===== src/rtl/iss_pkg.sv =====
// Package with the status model constants: bit positions, reset values, codes and commands.
package iss_pkg;
  localparam logic [7:0] ESR_RESET = 8'h80;
  localparam logic [7:0] ESR_USED_MASK = 8'hB5;
  localparam logic [7:0] STB_USED_MASK = 8'h70;
  localparam int ESR_PON_BIT = 7;
  localparam int ESR_CMD_ERR_BIT = 5;
  localparam int ESR_EXE_ERR_BIT = 4;
  localparam int ESR_QRY_ERR_BIT = 2;
  localparam int ESR_OPC_BIT = 0;
  localparam int STB_SERVICE_BIT = 6;
  localparam int STB_EVENT_BIT = 5;
  localparam int STB_MESSAGE_BIT = 4;
  localparam logic [7:0] QERR_NONE = 8'h00;
  localparam logic [7:0] QERR_INTERRUPTED = 8'h01;
  localparam logic [7:0] QERR_DEADLOCK = 8'h02;
  localparam logic [7:0] QERR_UNTERMINATED = 8'h03;
  localparam logic [2:0] PPE_PATTERN = 3'h6;
  localparam int PPE_SENSE_BIT = 3;
  localparam int PPE_PATTERN_HI = 6;
  localparam int PPE_PATTERN_LO = 4;
  localparam logic [7:0] MASK_RESET = 8'h00;
  localparam logic [7:0] EXE_ERR_RESET = 8'h00;
  // Register query selectors on the command port.
  typedef enum logic [2:0] {
    ISS_SEL_ESR = 3'h0,
    ISS_SEL_ESE = 3'h1,
    ISS_SEL_STB = 3'h2,
    ISS_SEL_SRE = 3'h3,
    ISS_SEL_PRE = 3'h4,
    ISS_SEL_QERR = 3'h5,
    ISS_SEL_EXE = 3'h6,
    ISS_SEL_NONE = 3'h7
  } iss_sel_e;
  // Common command writes.
  typedef enum logic [1:0] {
    ISS_WR_ESE = 2'h0,
    ISS_WR_SRE = 2'h1,
    ISS_WR_PRE = 2'h2,
    ISS_WR_NONE = 2'h3
  } iss_wr_e;
endpackage


===== src/rtl/iss_ppoll.sv =====
// Parallel poll configuration decoder and response line driver.
module iss_ppoll (
  input wire logic clk,
  input wire logic rstn,
  input wire logic ppc_seen,
  input wire logic cmd_valid,
  input wire logic [7:0] cmd_byte,
  input wire logic ppu_seen,
  input wire logic ist,
  input wire logic poll_active,
  output logic [7:0] ppr_dio,
  output logic configured
);
  logic sense;
  logic [2:0] line_pos;
  logic armed;
  logic [7:0] next_dio;

  // A configure command arms the decoder; the very next command byte must be the enable.
  always_ff @(posedge clk or negedge rstn) begin
    if (!rstn) begin
      armed <= 1'b0;
      configured <= 1'b0;
      sense <= 1'b0;
      line_pos <= 3'h0;
    end else if (ppu_seen) begin
      armed <= 1'b0;
      configured <= 1'b0;
    end else if (ppc_seen) begin
      armed <= 1'b1;
    end else if (armed && cmd_valid) begin
      armed <= 1'b0;
      // Bit 7 of the enable byte is a don't care.
      if (cmd_byte[iss_pkg::PPE_PATTERN_HI:iss_pkg::PPE_PATTERN_LO] == iss_pkg::PPE_PATTERN) begin
        configured <= 1'b1;
        sense <= cmd_byte[iss_pkg::PPE_SENSE_BIT];
        line_pos <= cmd_byte[2:0];
      end
    end
  end

  // A line is asserted only when ist matches the configured sense; others stay passive.
  always_comb begin
    next_dio = 8'h00;
    if (poll_active && configured && (ist == sense)) begin
      next_dio[line_pos] = 1'b1;
    end
  end

  always_ff @(posedge clk or negedge rstn) begin
    if (!rstn) begin
      ppr_dio <= 8'h00;
    end else begin
      ppr_dio <= next_dio;
    end
  end
endmodule


===== src/rtl/iss_status.sv =====
// Status reporting, query error handling and parallel poll for the instrument bus interface.
// Function
// Talk addressed, formatter idle, queue empty: query error, code 3, reset parser.
// Pending response with terminator or two ENDs: query error, code 1, reset formatter.
// Pending response and full queue: query error, code 2, reset formatter, resume.
// ist is one when parallel poll mask AND status byte is nonzero.
// Enable byte: pattern 110 in bits 6..4, sense bit 3, line in 2..0.
// Controller sends configure command, then the enable byte.
// Event summary bit 5 set when any enabled event status bit is set.
// Event status query returns and clears; enable mask written and read back.
// Event status bit 7 set at power on.
// Syntax error sets event bit 5 and resets the parser.
// Execution failure sets event bit 4 and records the error number.
// Query errors set event bit 2 with cause code in query error register.
// Operation complete command sets event bit 0.
// Service summary bit set and request asserted when enabled status bit set.
// Status query returns summary in bit 6; serial poll returns request bit.
// Message ready bit 4 set on formatted response, cleared after terminator.
// Service request and parallel poll masks written and read by their commands.
// Handshake, service request, remote-local, poll, clear, trigger; no controller.
// Power on: masks, status, error codes zero; event status holds 128.
// Unused event status and status byte bits read zero, cannot be set.
// Request bit clears after serial poll; summary persists while cause remains.
module iss_status (
  input wire logic clk,
  input wire logic rstn,
  // Parser and formatter events.
  input wire logic talk_addressed,
  input wire logic formatter_active,
  input wire logic response_ready,
  input wire logic terminator_sent,
  input wire logic queue_empty,
  input wire logic queue_full,
  input wire logic terminator_parsed,
  input wire logic multi_end,
  input wire logic syntax_error,
  input wire logic exec_error,
  input wire logic [7:0] exec_error_code,
  input wire logic opc_cmd,
  // Common command register port.
  input wire logic [1:0] wr_sel,
  input wire logic [7:0] wr_data,
  input wire logic [2:0] rd_sel,
  input wire logic rd_strobe,
  // Bus side.
  input wire logic serial_poll,
  input wire logic ppc_seen,
  input wire logic ppu_seen,
  input wire logic cmd_valid,
  input wire logic [7:0] cmd_byte,
  input wire logic poll_active,
  input wire logic device_clear,
  input wire logic device_trigger,
  output logic [7:0] rd_data,
  output logic rd_valid,
  output logic [7:0] spoll_byte,
  output logic srq,
  output logic parser_reset,
  output logic formatter_reset,
  output logic trigger_pulse,
  output logic [7:0] ppr_dio,
  output logic pp_configured
);
  logic [7:0] event_status;
  logic [7:0] event_enable;
  logic [7:0] service_enable;
  logic [7:0] ppoll_enable;
  logic [7:0] query_error;
  logic [7:0] exec_error_reg;
  logic message_ready;
  logic service_request;
  logic ist;
  logic q_unterminated;
  logic q_interrupted;
  logic q_deadlock;
  logic q_any;
  logic esr_read;
  logic [7:0] event_set;
  logic [7:0] status_core;
  logic summary;
  logic [7:0] stb_query;
  logic [7:0] next_rd;
  logic [7:0] next_event_status;
  logic [7:0] next_query_error;
  logic next_message_ready;

  assign q_unterminated = talk_addressed && !formatter_active && queue_empty;
  assign q_interrupted = formatter_active && (terminator_parsed || multi_end);
  assign q_deadlock = formatter_active && queue_full && !q_interrupted;
  assign q_any = q_unterminated || q_interrupted || q_deadlock;
  assign esr_read = rd_strobe && (rd_sel == iss_pkg::ISS_SEL_ESR);

  always_comb begin
    event_set = 8'h00;
    event_set[iss_pkg::ESR_CMD_ERR_BIT] = syntax_error;
    event_set[iss_pkg::ESR_EXE_ERR_BIT] = exec_error;
    event_set[iss_pkg::ESR_QRY_ERR_BIT] = q_any;
    event_set[iss_pkg::ESR_OPC_BIT] = opc_cmd;
  end

  // A read clears the register, but an event landing in the same cycle survives it.
  always_comb begin
    next_event_status = event_status | event_set;
    if (esr_read) begin
      next_event_status = event_set;
    end
    next_event_status = next_event_status & iss_pkg::ESR_USED_MASK;
  end

  always_ff @(posedge clk or negedge rstn) begin
    if (!rstn) begin
      event_status <= iss_pkg::ESR_RESET;
    end else begin
      event_status <= next_event_status;
    end
  end

  // The event mask changes only on its set command.
  always_ff @(posedge clk or negedge rstn) begin
    if (!rstn) begin
      event_enable <= iss_pkg::MASK_RESET;
    end else if (wr_sel == iss_pkg::ISS_WR_ESE) begin
      event_enable <= wr_data;
    end
  end

  // The service mask changes only on its set command.
  always_ff @(posedge clk or negedge rstn) begin
    if (!rstn) begin
      service_enable <= iss_pkg::MASK_RESET;
    end else if (wr_sel == iss_pkg::ISS_WR_SRE) begin
      service_enable <= wr_data;
    end
  end

  // The poll mask changes only on its set command.
  always_ff @(posedge clk or negedge rstn) begin
    if (!rstn) begin
      ppoll_enable <= iss_pkg::MASK_RESET;
    end else if (wr_sel == iss_pkg::ISS_WR_PRE) begin
      ppoll_enable <= wr_data;
    end
  end

  // Interruption wins the code over a full queue; unterminated cannot coincide, since the others need a pending response.
  always_comb begin
    next_query_error = query_error;
    if (q_deadlock) begin
      next_query_error = iss_pkg::QERR_DEADLOCK;
    end
    if (q_interrupted) begin
      next_query_error = iss_pkg::QERR_INTERRUPTED;
    end
    if (q_unterminated) begin
      next_query_error = iss_pkg::QERR_UNTERMINATED;
    end
  end

  always_ff @(posedge clk or negedge rstn) begin
    if (!rstn) begin
      query_error <= iss_pkg::QERR_NONE;
    end else begin
      query_error <= next_query_error;
    end
  end

  always_ff @(posedge clk or negedge rstn) begin
    if (!rstn) begin
      exec_error_reg <= iss_pkg::EXE_ERR_RESET;
    end else if (exec_error) begin
      exec_error_reg <= exec_error_code;
    end
  end

  // The parser restarts one cycle after any cause that makes it lose its place.
  always_ff @(posedge clk or negedge rstn) begin
    if (!rstn) begin
      parser_reset <= 1'b0;
    end else begin
      parser_reset <= q_unterminated || syntax_error || device_clear;
    end
  end

  // The formatter is flushed one cycle after a query error that strands a response.
  always_ff @(posedge clk or negedge rstn) begin
    if (!rstn) begin
      formatter_reset <= 1'b0;
    end else begin
      formatter_reset <= q_interrupted || q_deadlock || device_clear;
    end
  end

  // A formatter reset discards the response, so message ready drops with it; a new one wins.
  always_comb begin
    next_message_ready = message_ready;
    if (terminator_sent || formatter_reset) begin
      next_message_ready = 1'b0;
    end
    if (response_ready) begin
      next_message_ready = 1'b1;
    end
  end

  always_ff @(posedge clk or negedge rstn) begin
    if (!rstn) begin
      message_ready <= 1'b0;
    end else begin
      message_ready <= next_message_ready;
    end
  end

  always_comb begin
    status_core = 8'h00;
    status_core[iss_pkg::STB_EVENT_BIT] = |(event_status & event_enable);
    status_core[iss_pkg::STB_MESSAGE_BIT] = message_ready;
    summary = |(status_core & service_enable & ~(8'h01 << iss_pkg::STB_SERVICE_BIT));
    stb_query = status_core & iss_pkg::STB_USED_MASK;
    stb_query[iss_pkg::STB_SERVICE_BIT] = summary;
  end

  // The request follows an enabled cause and is held until a serial poll reports it.
  always_ff @(posedge clk or negedge rstn) begin
    if (!rstn) begin
      service_request <= 1'b0;
    end else if (serial_poll) begin
      service_request <= 1'b0;
    end else if (summary) begin
      service_request <= 1'b1;
    end
  end

  // The bus request line drops in the cycle after the poll that reports it.
  always_ff @(posedge clk or negedge rstn) begin
    if (!rstn) begin
      srq <= 1'b0;
    end else begin
      srq <= service_request && !serial_poll;
    end
  end

  // Serial poll returns the request bit captured before it clears.
  always_ff @(posedge clk or negedge rstn) begin
    if (!rstn) begin
      spoll_byte <= 8'h00;
    end else if (serial_poll) begin
      spoll_byte <= {stb_query[7], service_request, stb_query[5:0]};
    end
  end

  assign ist = |(ppoll_enable & stb_query);

  always_comb begin
    unique case (rd_sel)
      iss_pkg::ISS_SEL_ESR: next_rd = event_status;
      iss_pkg::ISS_SEL_ESE: next_rd = event_enable;
      iss_pkg::ISS_SEL_STB: next_rd = stb_query;
      iss_pkg::ISS_SEL_SRE: next_rd = service_enable;
      iss_pkg::ISS_SEL_PRE: next_rd = ppoll_enable;
      iss_pkg::ISS_SEL_QERR: next_rd = query_error;
      iss_pkg::ISS_SEL_EXE: next_rd = exec_error_reg;
      iss_pkg::ISS_SEL_NONE: next_rd = 8'h00;
    endcase
  end

  // Every read strobe is answered exactly one cycle later.
  always_ff @(posedge clk or negedge rstn) begin
    if (!rstn) begin
      rd_valid <= 1'b0;
    end else begin
      rd_valid <= rd_strobe;
    end
  end

  // Read data holds until the next read so a slow parser can still pick it up.
  always_ff @(posedge clk or negedge rstn) begin
    if (!rstn) begin
      rd_data <= 8'h00;
    end else if (rd_strobe) begin
      rd_data <= next_rd;
    end
  end

  always_ff @(posedge clk or negedge rstn) begin
    if (!rstn) begin
      trigger_pulse <= 1'b0;
    end else begin
      trigger_pulse <= device_trigger;
    end
  end

  // The controller is expected to send the configure command before the enable byte.
  iss_ppoll u_ppoll (
    .clk(clk),
    .rstn(rstn),
    .ppc_seen(ppc_seen),
    .cmd_valid(cmd_valid),
    .cmd_byte(cmd_byte),
    .ppu_seen(ppu_seen),
    .ist(ist),
    .poll_active(poll_active),
    .ppr_dio(ppr_dio),
    .configured(pp_configured)
  );
endmodule


===== config.mk =====
export PLATFORM = sky130hd
export DESIGN_NAME = iss_status
export DESIGN_NICKNAME = d
export VERILOG_FILES = /design/src/rtl/iss_pkg.sv /design/src/rtl/iss_ppoll.sv /design/src/rtl/iss_status.sv
export SDC_FILE = /design/constraint.sdc
export NUM_CORES = 1
export LEC_CHECK = 0
export BUFFER_PORTS_ARGS = -buffer_cell sky130_fd_sc_hd__buf_2
export CAP_MARGIN = 0
export CORE_ASPECT_RATIO = 0.75
export CORE_MARGIN = 5
export CORE_UTILIZATION = 38
export DETAILED_ROUTE_END_ITERATION = 8
export HOLD_SLACK_MARGIN = 0.02
export SYNTH_ARGS = -nofsm -noshare
export SYNTH_HDL_FRONTEND = slang
export SYNTH_SLANG_ARGS = --single-unit

===== constraint.sdc =====
create_clock -name clk -period 1.8 [get_ports clk]
set_clock_uncertainty 0.2 [all_clocks]
set_input_delay 0.18 -clock clk [delete_from_list [all_inputs] [get_ports clk]]
set_output_delay 0.18 -clock clk [all_outputs]
set_load 0.01 [all_outputs]

After elaboration in Yosys (flattened, before gate mapping)
Index checks and enable logic that the tools add are counted.
{"block": "word_totals", "register_bits": 77, "inputBits": 50, "wordCells": 94}
{"block": "op_classes", "magnitude_cmp": 2, "eq_ne": 12, "n_mux": 19, "n_bitwise": 6, "reduce_logical": 35}
{"cell": "$pmux W8 S8", "n": 1}
{"cell": "$mux W8", "n": 5}
{"cell": "$reduce_or A8 Y1", "n": 2}
{"cell": "$eq A3 B3 Y1 const B", "n": 5}
{"cell": "$mux W1", "n": 12}
{"cell": "$logic_and A1 B1 Y1", "n": 11}
{"cell": "$and A6 B8 Y8", "n": 1}
{"cell": "$and A8 B7 Y8", "n": 1}
{"cell": "$and A8 B8 Y8", "n": 1}
{"cell": "$logic_or A1 B1 Y1", "n": 8}
{"cell": "$or A8 B6 Y8", "n": 1}
{"cell": "$reduce_bool A2 Y1", "n": 4}
{"cell": "$reduce_or A7 Y1", "n": 1}
{"cell": "$eq A3 B2 Y1 const B", "n": 2}
{"cell": "$reduce_bool A3 Y1", "n": 2}
{"cell": "$lt A3 B4 Y1 const B", "n": 1}
{"cell": "$reduce_and A4 Y1", "n": 1}
{"cell": "$demux W1 S3", "n": 1}
{"cell": "$eq A3 B1 Y1 const B", "n": 1}
{"cell": "$ge A3 B1 Y1 const B", "n": 1}
{"cell": "$logic_not A1 Y1", "n": 3}
{"cell": "$logic_not A3 Y1", "n": 1}
{"cell": "$reduce_and A3 Y1", "n": 1}
{"cell": "$eq A2 B1 Y1 const B", "n": 1}
{"cell": "other kinds (5)", "n": 6}

Logic depth before layout (Yosys ltp)
{"block": "logic_depth", "depth_word": 9, "depth_mapped": 6}

Hierarchy
A second synthesis with hierarchy kept.
{"block": "hier_totals", "cells_unflattened": 240, "hier_area_um2": 3094.2}
{"module": "iss_status", "instances": 1, "cells_per_inst": 200, "area_each_um2": 2552.4, "seq_area_each_um2": 1427.6}
{"module": "iss_ppoll", "instances": 1, "cells_per_inst": 40, "area_each_um2": 541.8, "seq_area_each_um2": 350.3}

Worst setup path before layout
OpenSTA, ideal clock, no wires.
{"block": "synth_path", "path_kind": "flip-flop to flip-flop", "from": "register event_status[2]", "to": "register u_ppoll.ppr_dio[0]", "arrival_ns": 1.534, "setup_slack_ns": -0.059, "stages_incl_launch_ff": 5, "path_buffers": 0, "cell_sequence": "dfrtp_1 a222oi_1 nand2_1 o21ai_4 mux2_2"}
{"block": "synth_between", "elab_chain_len": 9}
{"item": "start: declaration", "line": "iss_status.sv:64", "text": "logic [7:0] event_status;"}
{"item": "start signal: assignment", "line": "iss_status.sv:112", "text": "event_status <= iss_pkg::ESR_RESET;"}
{"item": "start signal: assignment", "line": "iss_status.sv:114", "text": "event_status <= next_event_status;"}
{"item": "$and A8 B8 Y8 *", "line": "iss_status.sv:214", "text": "status_core[iss_pkg::STB_EVENT_BIT] = |(event_status & event_enable);"}
{"item": "$reduce_or A8 Y1 *", "line": "iss_status.sv:214"}
{"item": "$and A6 B8 Y8", "line": "iss_status.sv:216", "text": "summary = |(status_core & service_enable & ~(8'h01 << iss_pkg::STB_SERVICE_BIT));"}
{"item": "$reduce_or A7 Y1", "line": "iss_status.sv:216"}
{"item": "$and A8 B7 Y8 *", "line": "iss_status.sv:250", "text": "assign ist = |(ppoll_enable & stb_query);"}
{"item": "$reduce_or A8 Y1 *", "line": "iss_status.sv:250"}
{"item": "$eq A1 B1 Y1 *", "line": "iss_ppoll.sv:45", "text": "if (poll_active && configured && (ist == sense)) begin"}
{"item": "$logic_and A1 B1 Y1 *", "line": "iss_ppoll.sv:45"}
{"item": "$mux W8 *", "line": "iss_ppoll.sv:45"}
{"item": "net u_ppoll.next_dio[0]", "line": "iss_ppoll.sv:17", "text": "logic [7:0] next_dio;"}
{"item": "end signal: assignment", "line": "iss_ppoll.sv:54", "text": "ppr_dio <= next_dio;"}
{"item": "end: declaration", "line": "iss_ppoll.sv:11", "text": "output logic [7:0] ppr_dio,"}
The timed path passes the listed nets; every way through them passes the cells marked *.
A chain may end at the register's enable or synchronous reset.

Final worst setup path
{"block": "layout_path", "from": "register event_enable[2]", "to": "register u_ppoll.ppr_dio[0]"}
{"block": "layout_between", "elab_chain_len": 9}
{"item": "start: declaration", "line": "iss_status.sv:65", "text": "logic [7:0] event_enable;"}
{"item": "start signal: assignment", "line": "iss_status.sv:121", "text": "event_enable <= iss_pkg::MASK_RESET;"}
{"item": "start signal: assignment", "line": "iss_status.sv:123", "text": "event_enable <= wr_data;"}
{"item": "$and A8 B8 Y8 *", "line": "iss_status.sv:214"}
{"item": "$reduce_or A8 Y1 *", "line": "iss_status.sv:214"}
{"item": "$and A6 B8 Y8", "line": "iss_status.sv:216"}
{"item": "$reduce_or A7 Y1", "line": "iss_status.sv:216"}
{"item": "$and A8 B7 Y8 *", "line": "iss_status.sv:250"}
{"item": "$reduce_or A8 Y1 *", "line": "iss_status.sv:250"}
{"item": "$eq A1 B1 Y1 *", "line": "iss_ppoll.sv:45"}
{"item": "$logic_and A1 B1 Y1 *", "line": "iss_ppoll.sv:45"}
{"item": "$mux W8 *", "line": "iss_ppoll.sv:45"}
{"item": "net u_ppoll.next_dio[0]", "line": "iss_ppoll.sv:17"}
Marks and branches as above.

==> summary.txt <==
Outcome
  – Status: complete, but fails checks
  – Violated checks: setup timing

Pwr
  – Peak supply drop: around 0.00042 V
  – Power density over the cells: between 800 and 900 nW/um2
  – Pleak: between 2 and 2.5 nW
  – Post-layout power: just under 4 mW

STA
  – Slew Limit Fails: 0
  – Final hold viol count: 0
  – Period utilization: 107%
  – Post-route worst setup slack: -0.130 ns
  – Peak Freq: roughly 0.52 GHz
  – RSZ-0062 raised after global routing: yes
  – Fin Hold WS: approximately 0.066 ns
  – Final Critical Period: just under 2 ns
  – Endpoints failing setup: 10

Yosys
  – Async SR Flop Fraction: between 90% and 100%
  – Yosys Warn Count: 0
  – Top-area cell type share of the netlist area: between 50% and 60%
  – Syn Inst Count: 269
  – Mean Syn Cell Area: 11.9 um2
  – Yosys cell types: 36
  – Post-synthesis sequential area ratio: a little under three fifths
  – #FFs+latches synth: 71
  – Largest cells by area after synthesis: dfrtp_1, mux2_2, nor2_1
  – Top_reg_cell synth: dfrtp_1
  – Synthesized cell area: ~3200 um2
  – Number of flops mapped to enable cells by yosys: 0
  – Yosys top cell by area: dfrtp_1

Die
  – Die H: just under 90 um
  – I/O pins: 80
  – Core Footprint: around 8300 um2
  – Num rows: 29
  – Die Wd: around 120 um
  – Die area: approximately 10,000 um2
  – Initial core utilization: a little under two fifths

Global routing
  – Initial antenna violation count: 0
  – Total GRT Usage: 16.7%
  – Vias in the first global route: 2,603
  – Largest net degree at the start of global routing: slightly above 70
  – GRT overflow: 0
  – First-pass GRT wire length: 13.3 mm

Critical path
  – Max FO, Critical Path: 8
  – Max incr delay on CP: between 0.3 and 0.4 ns
  – Crit start category: flip-flop
  – Slowest CP cell: dfrtp_1
  – Critical path cell sequence: a222oi_1, buf_4, nand2_4, o21ai_4, buf_12, mux2_4
  – Top Family by Delay on Critical Path: compound AO/OA/AOI/OAI gates
  – CP Class: flip-flop to flip-flop
  – Worst EP required: 1.83 ns
  – Worst path arrival time: slightly below 2 ns
  – Critical Path End Type: flip-flop
  – CP Buf/Inv Count: 2

Routing
  – Uppermost layer routed: met4
  – Number of detailed-route iterations in the first pass: 4
  – Routed length per instance: 15.5 um
  – Wire length on met3: approximately 490 um
  – Vias: 2,594
  – Final ANT Viol Nets: 0
  – First DRT Iteration DRCs: 100
  – Drt drc: 0
  – Via density: between 4 and 5
  – Routed length on met2: between 3 and 4 mm
  – WL met1: roughly 3.8 mm
  – Detailed-route wire length: around 8.1 mm

Clock tree
  – Worst-Skew Late Latency: 0.35 ns
  – TritonCTS clock tree: yes
  – Htree depth: 3
  – Root buffer cell: clkbuf_8
  – Clock-pin transition on the worst setup and hold timing paths: roughly 0.08 ns
  – Cts bufs inserted: 9
  – Clk sink count: between 70 and 80
  – Clk buf depth: 2

Final layout
  – Antenna diodes: 0
  – NumNets Final: approximately 460
  – P&R area growth vs syn: 41.6%
  – Post-route cell area: between 4000 and 5000 um2
  – Share of cells above drive strength 1: 40.8%

Place
  – Port buffer count: 73
  – Placed instance area: around 3800 um2
  – DPL Wire Length: between 5 and 6 mm
  – Routability Congestion: 0.778

Min path
  – Hold Path Class: primary input to flip-flop

Job
  – Max Cap Viol: 0
-- placed cells by master, fill, tap and decap left out, types with 8 or more instances in the layout --
cell type      synthesis  layout
o21ai_0                9       9
clkbuf_8               0       9
mux2_2                51      43
nor2_1                27      26
inv_1                 12      12
buf_2                  3      72
dlygate4sd3_1          0      40
buf_4                  5      25
mux2_4                 0       8
dfrtp_1               70      70
-- per-layer routing --
metal	track usage, %	vias to the layer above
li1	-	1237
met1	23.0	1272
met2	26.1	72
met3	4.06	13
met4	6.01	0
met5	0	-
-- worst min-delay path: stages --
cell,delay (ns)
buf_2,0.18
o41ai_1,0.11
o2bb2ai_1,0.11
-- final timing paths --
check | start | endpoint | slack, ns | depth (start not counted)
setup / recovery | event_enable[2] | u_ppoll.ppr_dio[0] | -0.13 | 6
hold / removal | rd_sel[0] | rd_data[4] | 0.07 | 3
setup reg to reg | event_enable[2] | u_ppoll.ppr_dio[0] | -0.13 | 6
hold reg to reg | service_enable[2] | service_enable[2] | 0.30 | 1
max in group asynchronous | rstn | event_status[7] | 0.89 | 3
min in group asynchronous | rstn | service_enable[3] | 0.17 | 3
-- logic make-up (layout without fill, tap and decap cells) --
kind of cell	count (synthesis)	after routing	share of synthesized area, %
flops	71	71	55.7
simple gates	64	64	9.61
mux	55	55	19.3
compound gates	51	51	11.4
buf+inv	27	168	3.88
other cells	1	5	0.118
-- synth_stat cells (5+ instances only) --
library cell / count
clkbuf_1: 7
nand2_1: 8
buf_4: 5
o21ai_0: 9
a221oi_1: 7
dfrtp_1: 70
nand3_1: 7
nor2b_1: 5
a21o_1: 5
mux2_2: 51
a21oi_1: 8
nand2b_1: 7
inv_1: 12
nor2_1: 27
-- area by class of cell --
cell class	count	area, um2
well taps	108	135
flip-flops and latches	71	1780
clock inverters	4	70.1
inverters	12	45.0
fillers	740	3790
multi-input cells	175	1350
repair buffers	140	1000
clock buffers	12	135
-- through the flow --
step	setup TNS [ns]	cells	setup WS (ns)	util, %
finish	-1.10	522	-0.130	54.3
global route	-2.50	522	-0.260	54.3
CTS	-1.27	521	-0.166	54.1
detailed placement	-1.88	462	-0.222	45.9
global placement	-1.83	462	-0.218	45.9
floorplan	-0.150	273	-0.0188	-
-- power by group --
| group | internal, mW | switching [mW] |
|---|---|---|
| registers | 1.75 | 0.112 |
| logic | 0.408 | 0.325 |
| clock network | 0.778 | 0.575 |
-- timing repair --
| item | 4_1_cts | 5_1_grt |
|---|---|---|
| setup endpoints to repair | 10 | 11 |
| setup buffers | 2 | 2 |
| pin swaps | 2 | 5 |
| endpoints found under the hold margin | 125 | 0 |
| hold buffers | 41 | 0 |
| resized for setup | 11 | 3 |
No activity file was read; power rests on OpenSTA's default activity.
